### src/logic/data_map_params.svh
// Constants for the data-space address decoder and access timing.
`ifndef DATA_MAP_PARAMS_SVH
`define DATA_MAP_PARAMS_SVH
`define REGFILE_SIZE      17'h00020
`define STD_IO_SIZE       17'h00040
`define EXT_IO_SIZE       17'h000A0
`define SRAM_SIZE_NORMAL  17'h01000
`define SRAM_SIZE_COMPAT  17'h00FA0
`define SPACE_SIZE        17'h10000
`define DISP_MAX          6'h3F
`define INT_ACCESS_CYC    3'h2
`define STACK_EXTRA_BASE  4'h3
`define WAIT_MAX          2'h3
`endif

### src/logic/data_map_pkg.sv
// Types shared by the data-space address decoder.
package data_map_pkg;
  typedef enum logic [2:0] {
    TGT_REGFILE,
    TGT_STD_IO,
    TGT_EXT_IO,
    TGT_INT_SRAM,
    TGT_EXT_SRAM,
    TGT_NONE
  } target_e;

  typedef enum logic [2:0] {
    MODE_DIRECT,
    MODE_DISP,
    MODE_INDIRECT,
    MODE_PREDEC,
    MODE_POSTINC
  } addr_mode_e;

  typedef enum logic [1:0] {
    PTR_X,
    PTR_Y,
    PTR_Z
  } ptr_sel_e;

  typedef enum logic [1:0] {
    OP_DATA,
    OP_STACK_BYTE,
    OP_PC_STACK
  } op_kind_e;

  typedef struct packed {
    logic       write;
    logic       short_io;
    op_kind_e   kind;
    addr_mode_e mode;
    ptr_sel_e   ptr;
    logic [5:0] disp;
    logic [15:0] direct_addr;
  } req_s;

  typedef struct packed {
    logic [15:0] x;
    logic [15:0] y;
    logic [15:0] z;
  } ptrs_s;
endpackage

### src/logic/data_memory_map_decoder.sv
// Data-space address decoder with external access stretching and pointer updates.
// Function
// - Normal mode: 32 registers, 64 I/O, 160 extended I/O, 4096 SRAM.
// - Compat mode: 32 registers, 64 I/O, 4000 SRAM, internal top 4096.
// - Compat mode has no extended I/O; SRAM follows standard I/O.
// - Extended I/O only via data loads/stores, never short I/O instructions.
// - External SRAM starts just above internal region, up to 64K.
// - Addresses above internal space go to external SRAM, same operations.
// - Internal accesses keep external read and write strobes inactive.
// - External accesses happen only when external memory enable is set.
// - Zero wait-states: external byte takes one extra cycle.
// - Stack external: calls, returns, interrupts take three extra cycles.
// - One to three wait-states add two to four cycles per byte.
// - Wait-states with external stack add five, seven or nine cycles.
// - Internal SRAM access completes within two clock cycles.
// - Displacement address is Y or Z plus unsigned offset up to 63; the decoder also applies the offset to X.
// - Pre-decrement before access, post-increment after access, on X, Y, Z.
// - Direct addressing reaches the whole data space.
`timescale 1ns/100ps
`include "data_map_params.svh"

module data_memory_map_decoder #(
  parameter int ADDR_W = 16
) (
  input  wire logic                  clk,
  input  wire logic                  rst,
  input  wire logic                  compat_mode,
  input  wire logic                  external_memory_enable,
  input  wire logic [1:0]            wait_states,
  input  wire logic                  req_valid,
  input  wire data_map_pkg::req_s    req,
  input  wire data_map_pkg::ptrs_s   ptrs_in,
  output logic                       busy,
  output logic                       done,
  output data_map_pkg::target_e      target_q,
  output logic [ADDR_W-1:0]          addr_q,
  output data_map_pkg::ptrs_s        ptrs_q,
  output logic                       ptr_wr_q,
  output logic [3:0]                 extra_cycles_q,
  output logic                       ext_strobe_pin_a,
  output logic                       ext_strobe_pin_b
);

  // ----------------------------------------------------------------
  // Elaboration checks
  // ----------------------------------------------------------------
  if (ADDR_W != 16) begin : g_bad_width
    $error("The data space decoder serves only a 16-bit address.");
  end

  // ----------------------------------------------------------------
  // Functions
  // ----------------------------------------------------------------
  // Top of the internal region, exclusive, for the selected mode.
  function automatic logic [16:0] internal_top(input logic compat);
    if (compat) begin
      internal_top = `REGFILE_SIZE + `STD_IO_SIZE + `SRAM_SIZE_COMPAT;
    end else begin
      internal_top = `REGFILE_SIZE + `STD_IO_SIZE + `EXT_IO_SIZE
                     + `SRAM_SIZE_NORMAL;
    end
  endfunction

  // Map one data address to its target.
  function automatic data_map_pkg::target_e decode(input logic [15:0] a,
                                                   input logic        compat,
                                                   input logic        short_io,
                                                   input logic        xmem_en);
    logic [16:0] aw;
    aw = {1'b0, a};
    if (short_io) begin
      // Short I/O opcodes carry six bits, so only standard I/O is reachable.
      decode = data_map_pkg::TGT_STD_IO;
    end else if (aw < `REGFILE_SIZE) begin
      decode = data_map_pkg::TGT_REGFILE;
    end else if (aw < `REGFILE_SIZE + `STD_IO_SIZE) begin
      decode = data_map_pkg::TGT_STD_IO;
    end else if (!compat && aw < `REGFILE_SIZE + `STD_IO_SIZE + `EXT_IO_SIZE) begin
      decode = data_map_pkg::TGT_EXT_IO;
    end else if (aw < internal_top(compat)) begin
      decode = data_map_pkg::TGT_INT_SRAM;
    end else if (xmem_en) begin
      decode = data_map_pkg::TGT_EXT_SRAM;
    end else begin
      decode = data_map_pkg::TGT_NONE;
    end
  endfunction

  // Extra cycles for an external access given wait-states and access kind.
  function automatic logic [3:0] ext_extra(input logic [1:0]             ws,
                                           input data_map_pkg::op_kind_e k);
    logic [3:0] w;
    w = {2'b00, ws};
    if (k == data_map_pkg::OP_PC_STACK) begin
      ext_extra = `STACK_EXTRA_BASE + (w << 1);
    end else if (ws == 2'h0) begin
      ext_extra = 4'h1;
    end else begin
      ext_extra = w + 4'h1;
    end
  endfunction

  // ----------------------------------------------------------------
  // Address generation
  // ----------------------------------------------------------------
  logic [15:0] base;
  logic [15:0] eff_addr;
  logic [15:0] ptr_new;
  logic        ptr_upd;

  // Picks the pointer, applies displacement or pre-decrement, forms post-increment.
  always_comb begin
    case (req.ptr)
      data_map_pkg::PTR_X: base = ptrs_in.x;
      data_map_pkg::PTR_Y: base = ptrs_in.y;
      default:             base = ptrs_in.z;
    endcase
    eff_addr = base;
    ptr_new  = base;
    ptr_upd  = 1'b0;
    case (req.mode)
      data_map_pkg::MODE_DIRECT: begin
        eff_addr = req.direct_addr;
      end
      data_map_pkg::MODE_DISP: begin
        eff_addr = base + {10'h000, req.disp & `DISP_MAX};
      end
      data_map_pkg::MODE_PREDEC: begin
        eff_addr = base - 16'h0001;
        ptr_new  = base - 16'h0001;
        ptr_upd  = 1'b1;
      end
      data_map_pkg::MODE_POSTINC: begin
        ptr_new  = base + 16'h0001;
        ptr_upd  = 1'b1;
      end
      default: begin
        eff_addr = base;
      end
    endcase
  end

  // ----------------------------------------------------------------
  // Access sequencer
  // ----------------------------------------------------------------
  typedef enum logic [1:0] {
    ST_IDLE,
    ST_INT,
    ST_EXT
  } state_e;

  state_e                 state_q, state_d;
  data_map_pkg::target_e  target_d;
  logic [15:0]            addr_d;
  data_map_pkg::ptrs_s    ptrs_d;
  logic                   ptr_wr_d;
  logic [3:0]             extra_d;
  logic [3:0]             cnt_q, cnt_d;
  logic                   write_q, write_d;
  logic                   done_q, done_d;
  data_map_pkg::target_e  tgt_now;

  assign tgt_now = decode(eff_addr, compat_mode, req.short_io, external_memory_enable);

  // Next-state logic for accepting and timing one access.
  always_comb begin
    state_d  = state_q;
    target_d = target_q;
    addr_d   = addr_q;
    ptrs_d   = ptrs_q;
    ptr_wr_d = 1'b0;
    extra_d  = extra_cycles_q;
    cnt_d    = cnt_q;
    write_d  = write_q;
    done_d   = 1'b0;
    case (state_q)
      ST_IDLE: begin
        if (req_valid) begin
          target_d = tgt_now;
          addr_d   = eff_addr;
          write_d  = req.write;
          ptrs_d   = ptrs_in;
          if (ptr_upd) begin
            ptr_wr_d = 1'b1;
            case (req.ptr)
              data_map_pkg::PTR_X: ptrs_d.x = ptr_new;
              data_map_pkg::PTR_Y: ptrs_d.y = ptr_new;
              default:             ptrs_d.z = ptr_new;
            endcase
          end
          if (tgt_now == data_map_pkg::TGT_EXT_SRAM) begin
            extra_d = ext_extra(wait_states, req.kind);
            cnt_d   = ext_extra(wait_states, req.kind);
            state_d = ST_EXT;
          end else begin
            extra_d = 4'h0;
            cnt_d   = 4'h0;
            state_d = ST_INT;
          end
        end
      end
      ST_INT: begin
        done_d  = 1'b1;
        state_d = ST_IDLE;
      end
      ST_EXT: begin
        if (cnt_q == 4'h0) begin
          done_d  = 1'b1;
          state_d = ST_IDLE;
        end else begin
          cnt_d = cnt_q - 4'h1;
        end
      end
      default: begin
        state_d = ST_IDLE;
      end
    endcase
  end

  // Registers the sequencer state.
  always_ff @(posedge clk) begin
    if (rst) begin
      state_q        <= ST_IDLE;
      target_q       <= data_map_pkg::TGT_NONE;
      addr_q         <= 16'h0000;
      ptrs_q         <= '0;
      ptr_wr_q       <= 1'b0;
      extra_cycles_q <= 4'h0;
      cnt_q          <= 4'h0;
      write_q        <= 1'b0;
      done_q         <= 1'b0;
    end else begin
      state_q        <= state_d;
      target_q       <= target_d;
      addr_q         <= addr_d;
      ptrs_q         <= ptrs_d;
      ptr_wr_q       <= ptr_wr_d;
      extra_cycles_q <= extra_d;
      cnt_q          <= cnt_d;
      write_q        <= write_d;
      done_q         <= done_d;
    end
  end

  // ----------------------------------------------------------------
  // Outputs
  // ----------------------------------------------------------------
  // Strobes assert only during an external access; pin a writes, pin b reads.
  assign ext_strobe_pin_a = (state_q == ST_EXT) && write_q && external_memory_enable;
  assign ext_strobe_pin_b = (state_q == ST_EXT) && !write_q && external_memory_enable;
  assign busy = (state_q != ST_IDLE);
  assign done = done_q;

  // ----------------------------------------------------------------
  // Assertions
  // ----------------------------------------------------------------
  logic int_acc;
  assign int_acc = (state_q == ST_INT);

  // Strobes stay low whenever the recorded target is not external memory.
  chk_int_strobes_quiet: assert property (@(posedge clk) disable iff (rst)
    (int_acc || target_q != data_map_pkg::TGT_EXT_SRAM)
      |-> !ext_strobe_pin_a && !ext_strobe_pin_b)
    else $error("External strobe active during internal access.");

  chk_int_two_cycles: assert property (@(posedge clk) disable iff (rst)
    (state_q == ST_IDLE && req_valid && tgt_now != data_map_pkg::TGT_EXT_SRAM)
      |=> ##1 done)
    else $error("Internal access did not finish in two cycles.");

  chk_ext_zero_wait: assert property (@(posedge clk) disable iff (rst)
    (state_q == ST_IDLE && req_valid && tgt_now == data_map_pkg::TGT_EXT_SRAM
     && wait_states == 2'h0 && req.kind != data_map_pkg::OP_PC_STACK)
      |=> !done ##1 !done ##1 done)
    else $error("Zero-wait external access not one cycle longer.");

  chk_ext_wait_extra: assert property (@(posedge clk) disable iff (rst)
    (state_q == ST_IDLE && req_valid && tgt_now == data_map_pkg::TGT_EXT_SRAM
     && wait_states != 2'h0 && req.kind != data_map_pkg::OP_PC_STACK)
      |=> extra_cycles_q == {2'b00, $past(wait_states)} + 4'h1)
    else $error("Wait-stated external extra count wrong.");

  chk_stack_extra: assert property (@(posedge clk) disable iff (rst)
    (state_q == ST_IDLE && req_valid && tgt_now == data_map_pkg::TGT_EXT_SRAM
     && req.kind == data_map_pkg::OP_PC_STACK)
      |=> extra_cycles_q == 4'h3 + {1'b0, $past(wait_states), 1'b0})
    else $error("External stack extra count wrong.");

  // An access taken with external memory disabled never becomes an external one.
  chk_ext_needs_enable: assert property (@(posedge clk) disable iff (rst)
    (state_q == ST_IDLE && req_valid && !external_memory_enable)
      |=> target_q != data_map_pkg::TGT_EXT_SRAM && !ext_strobe_pin_a && !ext_strobe_pin_b)
    else $error("External access started without external memory enable.");

  chk_map_regions: assert property (@(posedge clk) disable iff (rst)
    (req_valid && !req.short_io
     && {1'b0, eff_addr} >= `REGFILE_SIZE + `STD_IO_SIZE
     && {1'b0, eff_addr} < `REGFILE_SIZE + `STD_IO_SIZE + `EXT_IO_SIZE)
      |-> (tgt_now == (compat_mode ? data_map_pkg::TGT_INT_SRAM
                                   : data_map_pkg::TGT_EXT_IO)))
    else $error("Extended I/O window mapped wrongly for mode.");

  chk_ext_region_start: assert property (@(posedge clk) disable iff (rst)
    (req_valid && !req.short_io && external_memory_enable
     && {1'b0, eff_addr} >= (compat_mode ? `REGFILE_SIZE + `STD_IO_SIZE + `SRAM_SIZE_COMPAT
                                         : `REGFILE_SIZE + `STD_IO_SIZE + `EXT_IO_SIZE
                                           + `SRAM_SIZE_NORMAL))
      |-> tgt_now == data_map_pkg::TGT_EXT_SRAM)
    else $error("Address above internal space not routed externally.");

  chk_short_io_only: assert property (@(posedge clk) disable iff (rst)
    (req_valid && req.short_io) |-> tgt_now == data_map_pkg::TGT_STD_IO)
    else $error("Short I/O reached beyond standard I/O.");

  chk_postinc_ptr: assert property (@(posedge clk) disable iff (rst)
    (state_q == ST_IDLE && req_valid && req.mode == data_map_pkg::MODE_POSTINC
     && req.ptr == data_map_pkg::PTR_X)
      |=> ptr_wr_q && ptrs_q.x == $past(ptrs_in.x) + 16'h0001
          && addr_q == $past(ptrs_in.x))
    else $error("Post-increment pointer or address wrong.");

  chk_disp_addr: assert property (@(posedge clk) disable iff (rst)
    (state_q == ST_IDLE && req_valid && req.mode == data_map_pkg::MODE_DISP
     && req.ptr == data_map_pkg::PTR_Y)
      |=> addr_q == $past(ptrs_in.y) + {10'h000, $past(req.disp)})
    else $error("Displacement address wrong.");

  // Pre-decrement accesses at the lowered pointer and writes that pointer back.
  chk_predec_ptr: assert property (@(posedge clk) disable iff (rst)
    (state_q == ST_IDLE && req_valid && req.mode == data_map_pkg::MODE_PREDEC
     && req.ptr == data_map_pkg::PTR_Z)
      |=> ptr_wr_q && ptrs_q.z == $past(ptrs_in.z) - 16'h0001
          && addr_q == $past(ptrs_in.z) - 16'h0001)
    else $error("Pre-decrement pointer or address wrong.");

  // Direct addressing passes the full 16-bit address through unchanged.
  chk_direct_addr: assert property (@(posedge clk) disable iff (rst)
    (state_q == ST_IDLE && req_valid && req.mode == data_map_pkg::MODE_DIRECT)
      |=> addr_q == $past(req.direct_addr))
    else $error("Direct address not passed through.");

  cov_int_access: cover property (@(posedge clk) disable iff (rst) int_acc ##1 done);
  cov_ext_read: cover property (@(posedge clk) disable iff (rst) ext_strobe_pin_b ##1 done);
  cov_ext_stack_ws3: cover property (@(posedge clk) disable iff (rst)
    extra_cycles_q == 4'h9 && ext_strobe_pin_a);
  cov_compat_sram: cover property (@(posedge clk) disable iff (rst)
    compat_mode && target_q == data_map_pkg::TGT_INT_SRAM && done);

endmodule

### config.mk
export PLATFORM = sky130hd
export DESIGN_NAME = data_memory_map_decoder
export DESIGN_NICKNAME = d
export VERILOG_FILES = /design/src/logic/data_map_pkg.sv /design/src/logic/data_memory_map_decoder.sv
export VERILOG_INCLUDE_DIRS = /design/src /design/src/logic
export SDC_FILE = /design/constraint.sdc
export NUM_CORES = 1
export LEC_CHECK = 0
export BUFFER_PORTS_ARGS = -buffer_cell sky130_fd_sc_hd__buf_2
export CAP_MARGIN = 0
export CORE_MARGIN = 1
export CORE_UTILIZATION = 54
export CTS_CLUSTER_DIAMETER = 120
export DETAILED_ROUTE_END_ITERATION = 6
export PLACE_DENSITY_LB_ADDON = 0.12
export SLEW_MARGIN = 20
export SYNTH_ARGS = -nofsm -noshare
export SYNTH_HDL_FRONTEND = slang
export SYNTH_SLANG_ARGS = --single-unit
### constraint.sdc
create_clock -name clk -period 5.65 [get_ports clk]
set_input_delay 1.13 -clock clk [delete_from_list [all_inputs] [get_ports clk]]
set_output_delay 1.13 -clock clk [all_outputs]
set_load 0.05 [all_outputs]
==> flow_summary.ini <==
[route]
first_pass_iters = 5
via_count = 6885
drtIter0Drc = 706
antenna_left = 0
wl_per_cell_um = 19.3
viasPerCell = 6.39
drc = 0
wl_um = 20800

[timing]
report.final.slew_viol_count = 0
setup-violations-final = 0
post-route-min-period_ns = 5.09
finalClockSkew_ns = 0.0123
setup_ws_ns = 0.565
hold_viol = 0
setup-tns-final_ns = 0
fmax_mhz = 197
period_share_pct = 90.0
rsz0062_at_grt = false
worst_slew_pin_slew_ns = 1.02
relSlewSlack_pct = 31.9

[worst_setup_path]
reg2reg_depth = 9
r2r_start = state_q[0]$_SDFFE_PP0P_
crit_required_ns = 5.95
cp-end-kind = flop
path_max_fanout = 20
critPathKind = input pin to flop
startpoint_type = input pin
worstPathArrival_ns = 5.39
r2r_setup_slack_ns = 2.79
reg2reg_to = cnt_q[0]$_SDFFE_PP0P_

[outcome]
status = completed

[global_route]
grt_max_degree = 57
grtUsageTotal_pct = 37.3
grt-ovfl-total = 0
antenna_found_initial = 0
grt_pass1_wl_um = 32900
grt_pass1_vias = 6430

[pwr]
clockPowerShare_pct = 25.9
swShare_pct = 42.7
p_leak_nw = 2.94
seq_power_share_pct = 35.8
internal_power_mw = 1.01
p_sw_uw = 757
p_comb_share_pct = 38.2
pwr_density_cell_mw_per_mm2 = 256
ir_drop_v = 0.000186

[synthesis]
syn-instance-count = 805
synth_edf_count = 0
synth_top_area_cell = dfxtp_1
synth_ff_type = dfxtp_1
ys_seq_elements = 80
ys_seq_area_share_pct = 27.4
syn_area_per_cell_um2 = 7.26
async_reset_ff_share_pct = 0
synth_nets = 906
yosys_warnings = 0
yosysTopAreaCellShare_pct = 27.4
yosys.cell_types.count = 72
ys_top_cells_by_area = dfxtp_1 (27%), nor2_1 (8.5%), nand2_1 (6.2%)
netlist_area_mm2 = 0.00585

[clock_network]
cts_repair_resize_count = 0
clk_pin_slew_ns = 0.09
cts.sinks = 80
cts-root-buf = clkbuf_8
cts_hold_buf = 0
htree_levels = 3
numCtsBuffers = 9
cts_buffer_depth = 2
cts_tree = done
cts_setup_buffers = 0
clkLatencyLatePin_ns = 0.39

[place]
gp_congestion = 0.988
preCtsSetupSlack_ns = 0.105
dp.final_hpwl_um = 15300
io_buffers = 161

[die]
fp.dieW_um = 106
die_h_um = 106
pin_count = 162
core_mm2 = 0.0104
start_util_pct = 56.1
rows = 37
die-area_mm2 = 0.0112

[layout]
final_common_cell = buf_2
drive_gt1_share_pct = 24.3
final_cell_mix = buf_2 (161), nor2_1 (132), nand2_1 (95)
final-seq-area_mm2 = 0.00160
multi_input_comb_area_mm2 = 0.00392
synthToLayoutAreaGrowth_pct = 18.3
fillers = 895
layout.nets = 1036
final_core_util_pct = 66.4

[min_path]
hold_path.class = flop to flop
hold_start = ptrs_q[32]$_SDFFE_PP0P_
hold_end = ptrs_q[32]$_SDFFE_PP0P_
worstHoldPathCells = 2

[flow_run]
maxCapViolCount = 0
[power by group through the flow]
stage,registers [mW],logic (mW),clock network (mW)
6_report,0.635,0.677,0.460
5_1_grt,0.639,0.723,0.480
4_1_cts,0.634,0.663,0.459
3_5_place_dp,0.647,0.659,0
3_3_place_gp,0.645,0.650,0
2_1_floorplan,0.793,0.334,0
[registers in the layout, indices dropped and copies added (netlist names)]
register,count
ptr_wr_q,1
cnt_q,4
addr_q,16
write_q,1
target_q,3
extra_cycles_q,4
ptrs_q,48
done,1
state_q,2
[routing by layer]
metal | global-route usage, % | wire length, um | up-vias
met3 | 7.85 | 2170 | 51
met1 | 48.6 | 8530 | 3197
met5 | 0 | 0 | -
met2 | 59.9 | 9540 | 426
li1 | - | - | 3211
met4 | 15.2 | 546 | 0
[synthesized netlist by cell type, drive strengths merged, types with 3 or more instances]
cell	n
or4	3
inv	20
nand3	23
o31ai	6
nor3	28
nor4	18
nand2b	12
a211oi	48
o211a	4
a22oi	4
and2	3
mux2	6
a31oi	7
xnor2	11
o21a	12
o21ai	43
o221ai	6
xor2	4
buf	15
o211ai	17
and3	5
nor2	132
clkbuf	44
a311oi	12
nand2	96
o22ai	5
mux2i	23
dfxtp	80
ha	14
a221o	3
nand4	8
a21oi	63
[area by class of cell]
cell class	instances	share of cell area, %
multi-input cells	645	56.8
clock buffers	9	1.79
clock inverters	7	1.14
repair buffers	178	13.5
diodes	1	0.0362
flip-flops and latches	80	23.2
well taps	136	2.46
inverters	21	1.14
[metrics by stage]
stage               hold slack, ns  area (um^2)  power, mW  cells
floorplan                    0.446         5850       1.13    805
global placement             0.437         6690       1.30   1060
global route                 0.485         6910       1.84   1076
finish                       0.460         6910       1.77   1077
CTS                          0.460         6890       1.76   1076
detailed placement           0.445         6690       1.31   1060
[worst max-delay path, stage by stage]
cell	delay, ns
buf_2	0.48
mux2_2	0.42
mux2i_4	0.32
inv_2	0.13
ha_1	0.37
o21ai_0	0.12
o21ai_0	0.25
nand2_1	0.23
nor4_1	0.32
xnor2_1	0.17
a211oi_1	0.15
and3_1	0.30
a211oi_4	0.54
nand3_1	0.16
a311oi_1	0.28
[logic make-up (layout without fill, tap and decap cells)]
kind of cell	Yosys count	count (layout)	share of synthesized area, %
DFF	80	80	27.4
muxes	29	29	5.65
AOI/OAI and AO/OA	247	247	28.9
buffers and inverters	80	215	5.93
other	0	1	0
xor gates and xnor gates	15	15	2.25
adders and majority gates	15	15	3.34
and+or+nand+nor	339	339	26.5
[how the worst max path moves through the flow]
| stage | end | start | cells after the start |
|---|---|---|---|
| 6_report | cnt_q[1]$_SDFFE_PP0P_ | req[22] | 15 |
| 3_3_place_gp | cnt_q[1]$_SDFFE_PP0P_ | req[22] | 15 |
| 5_1_grt | cnt_q[1]$_SDFFE_PP0P_ | req[22] | 15 |
| 4_1_cts | cnt_q[1]$_SDFFE_PP0P_ | req[22] | 15 |
| 3_5_place_dp | cnt_q[1]$_SDFFE_PP0P_ | req[22] | 15 |
| 2_1_floorplan | target_q[0]$_SDFFE_PP1P_ | req[22] | 17 |
Power figures use the tool's default switching activity.
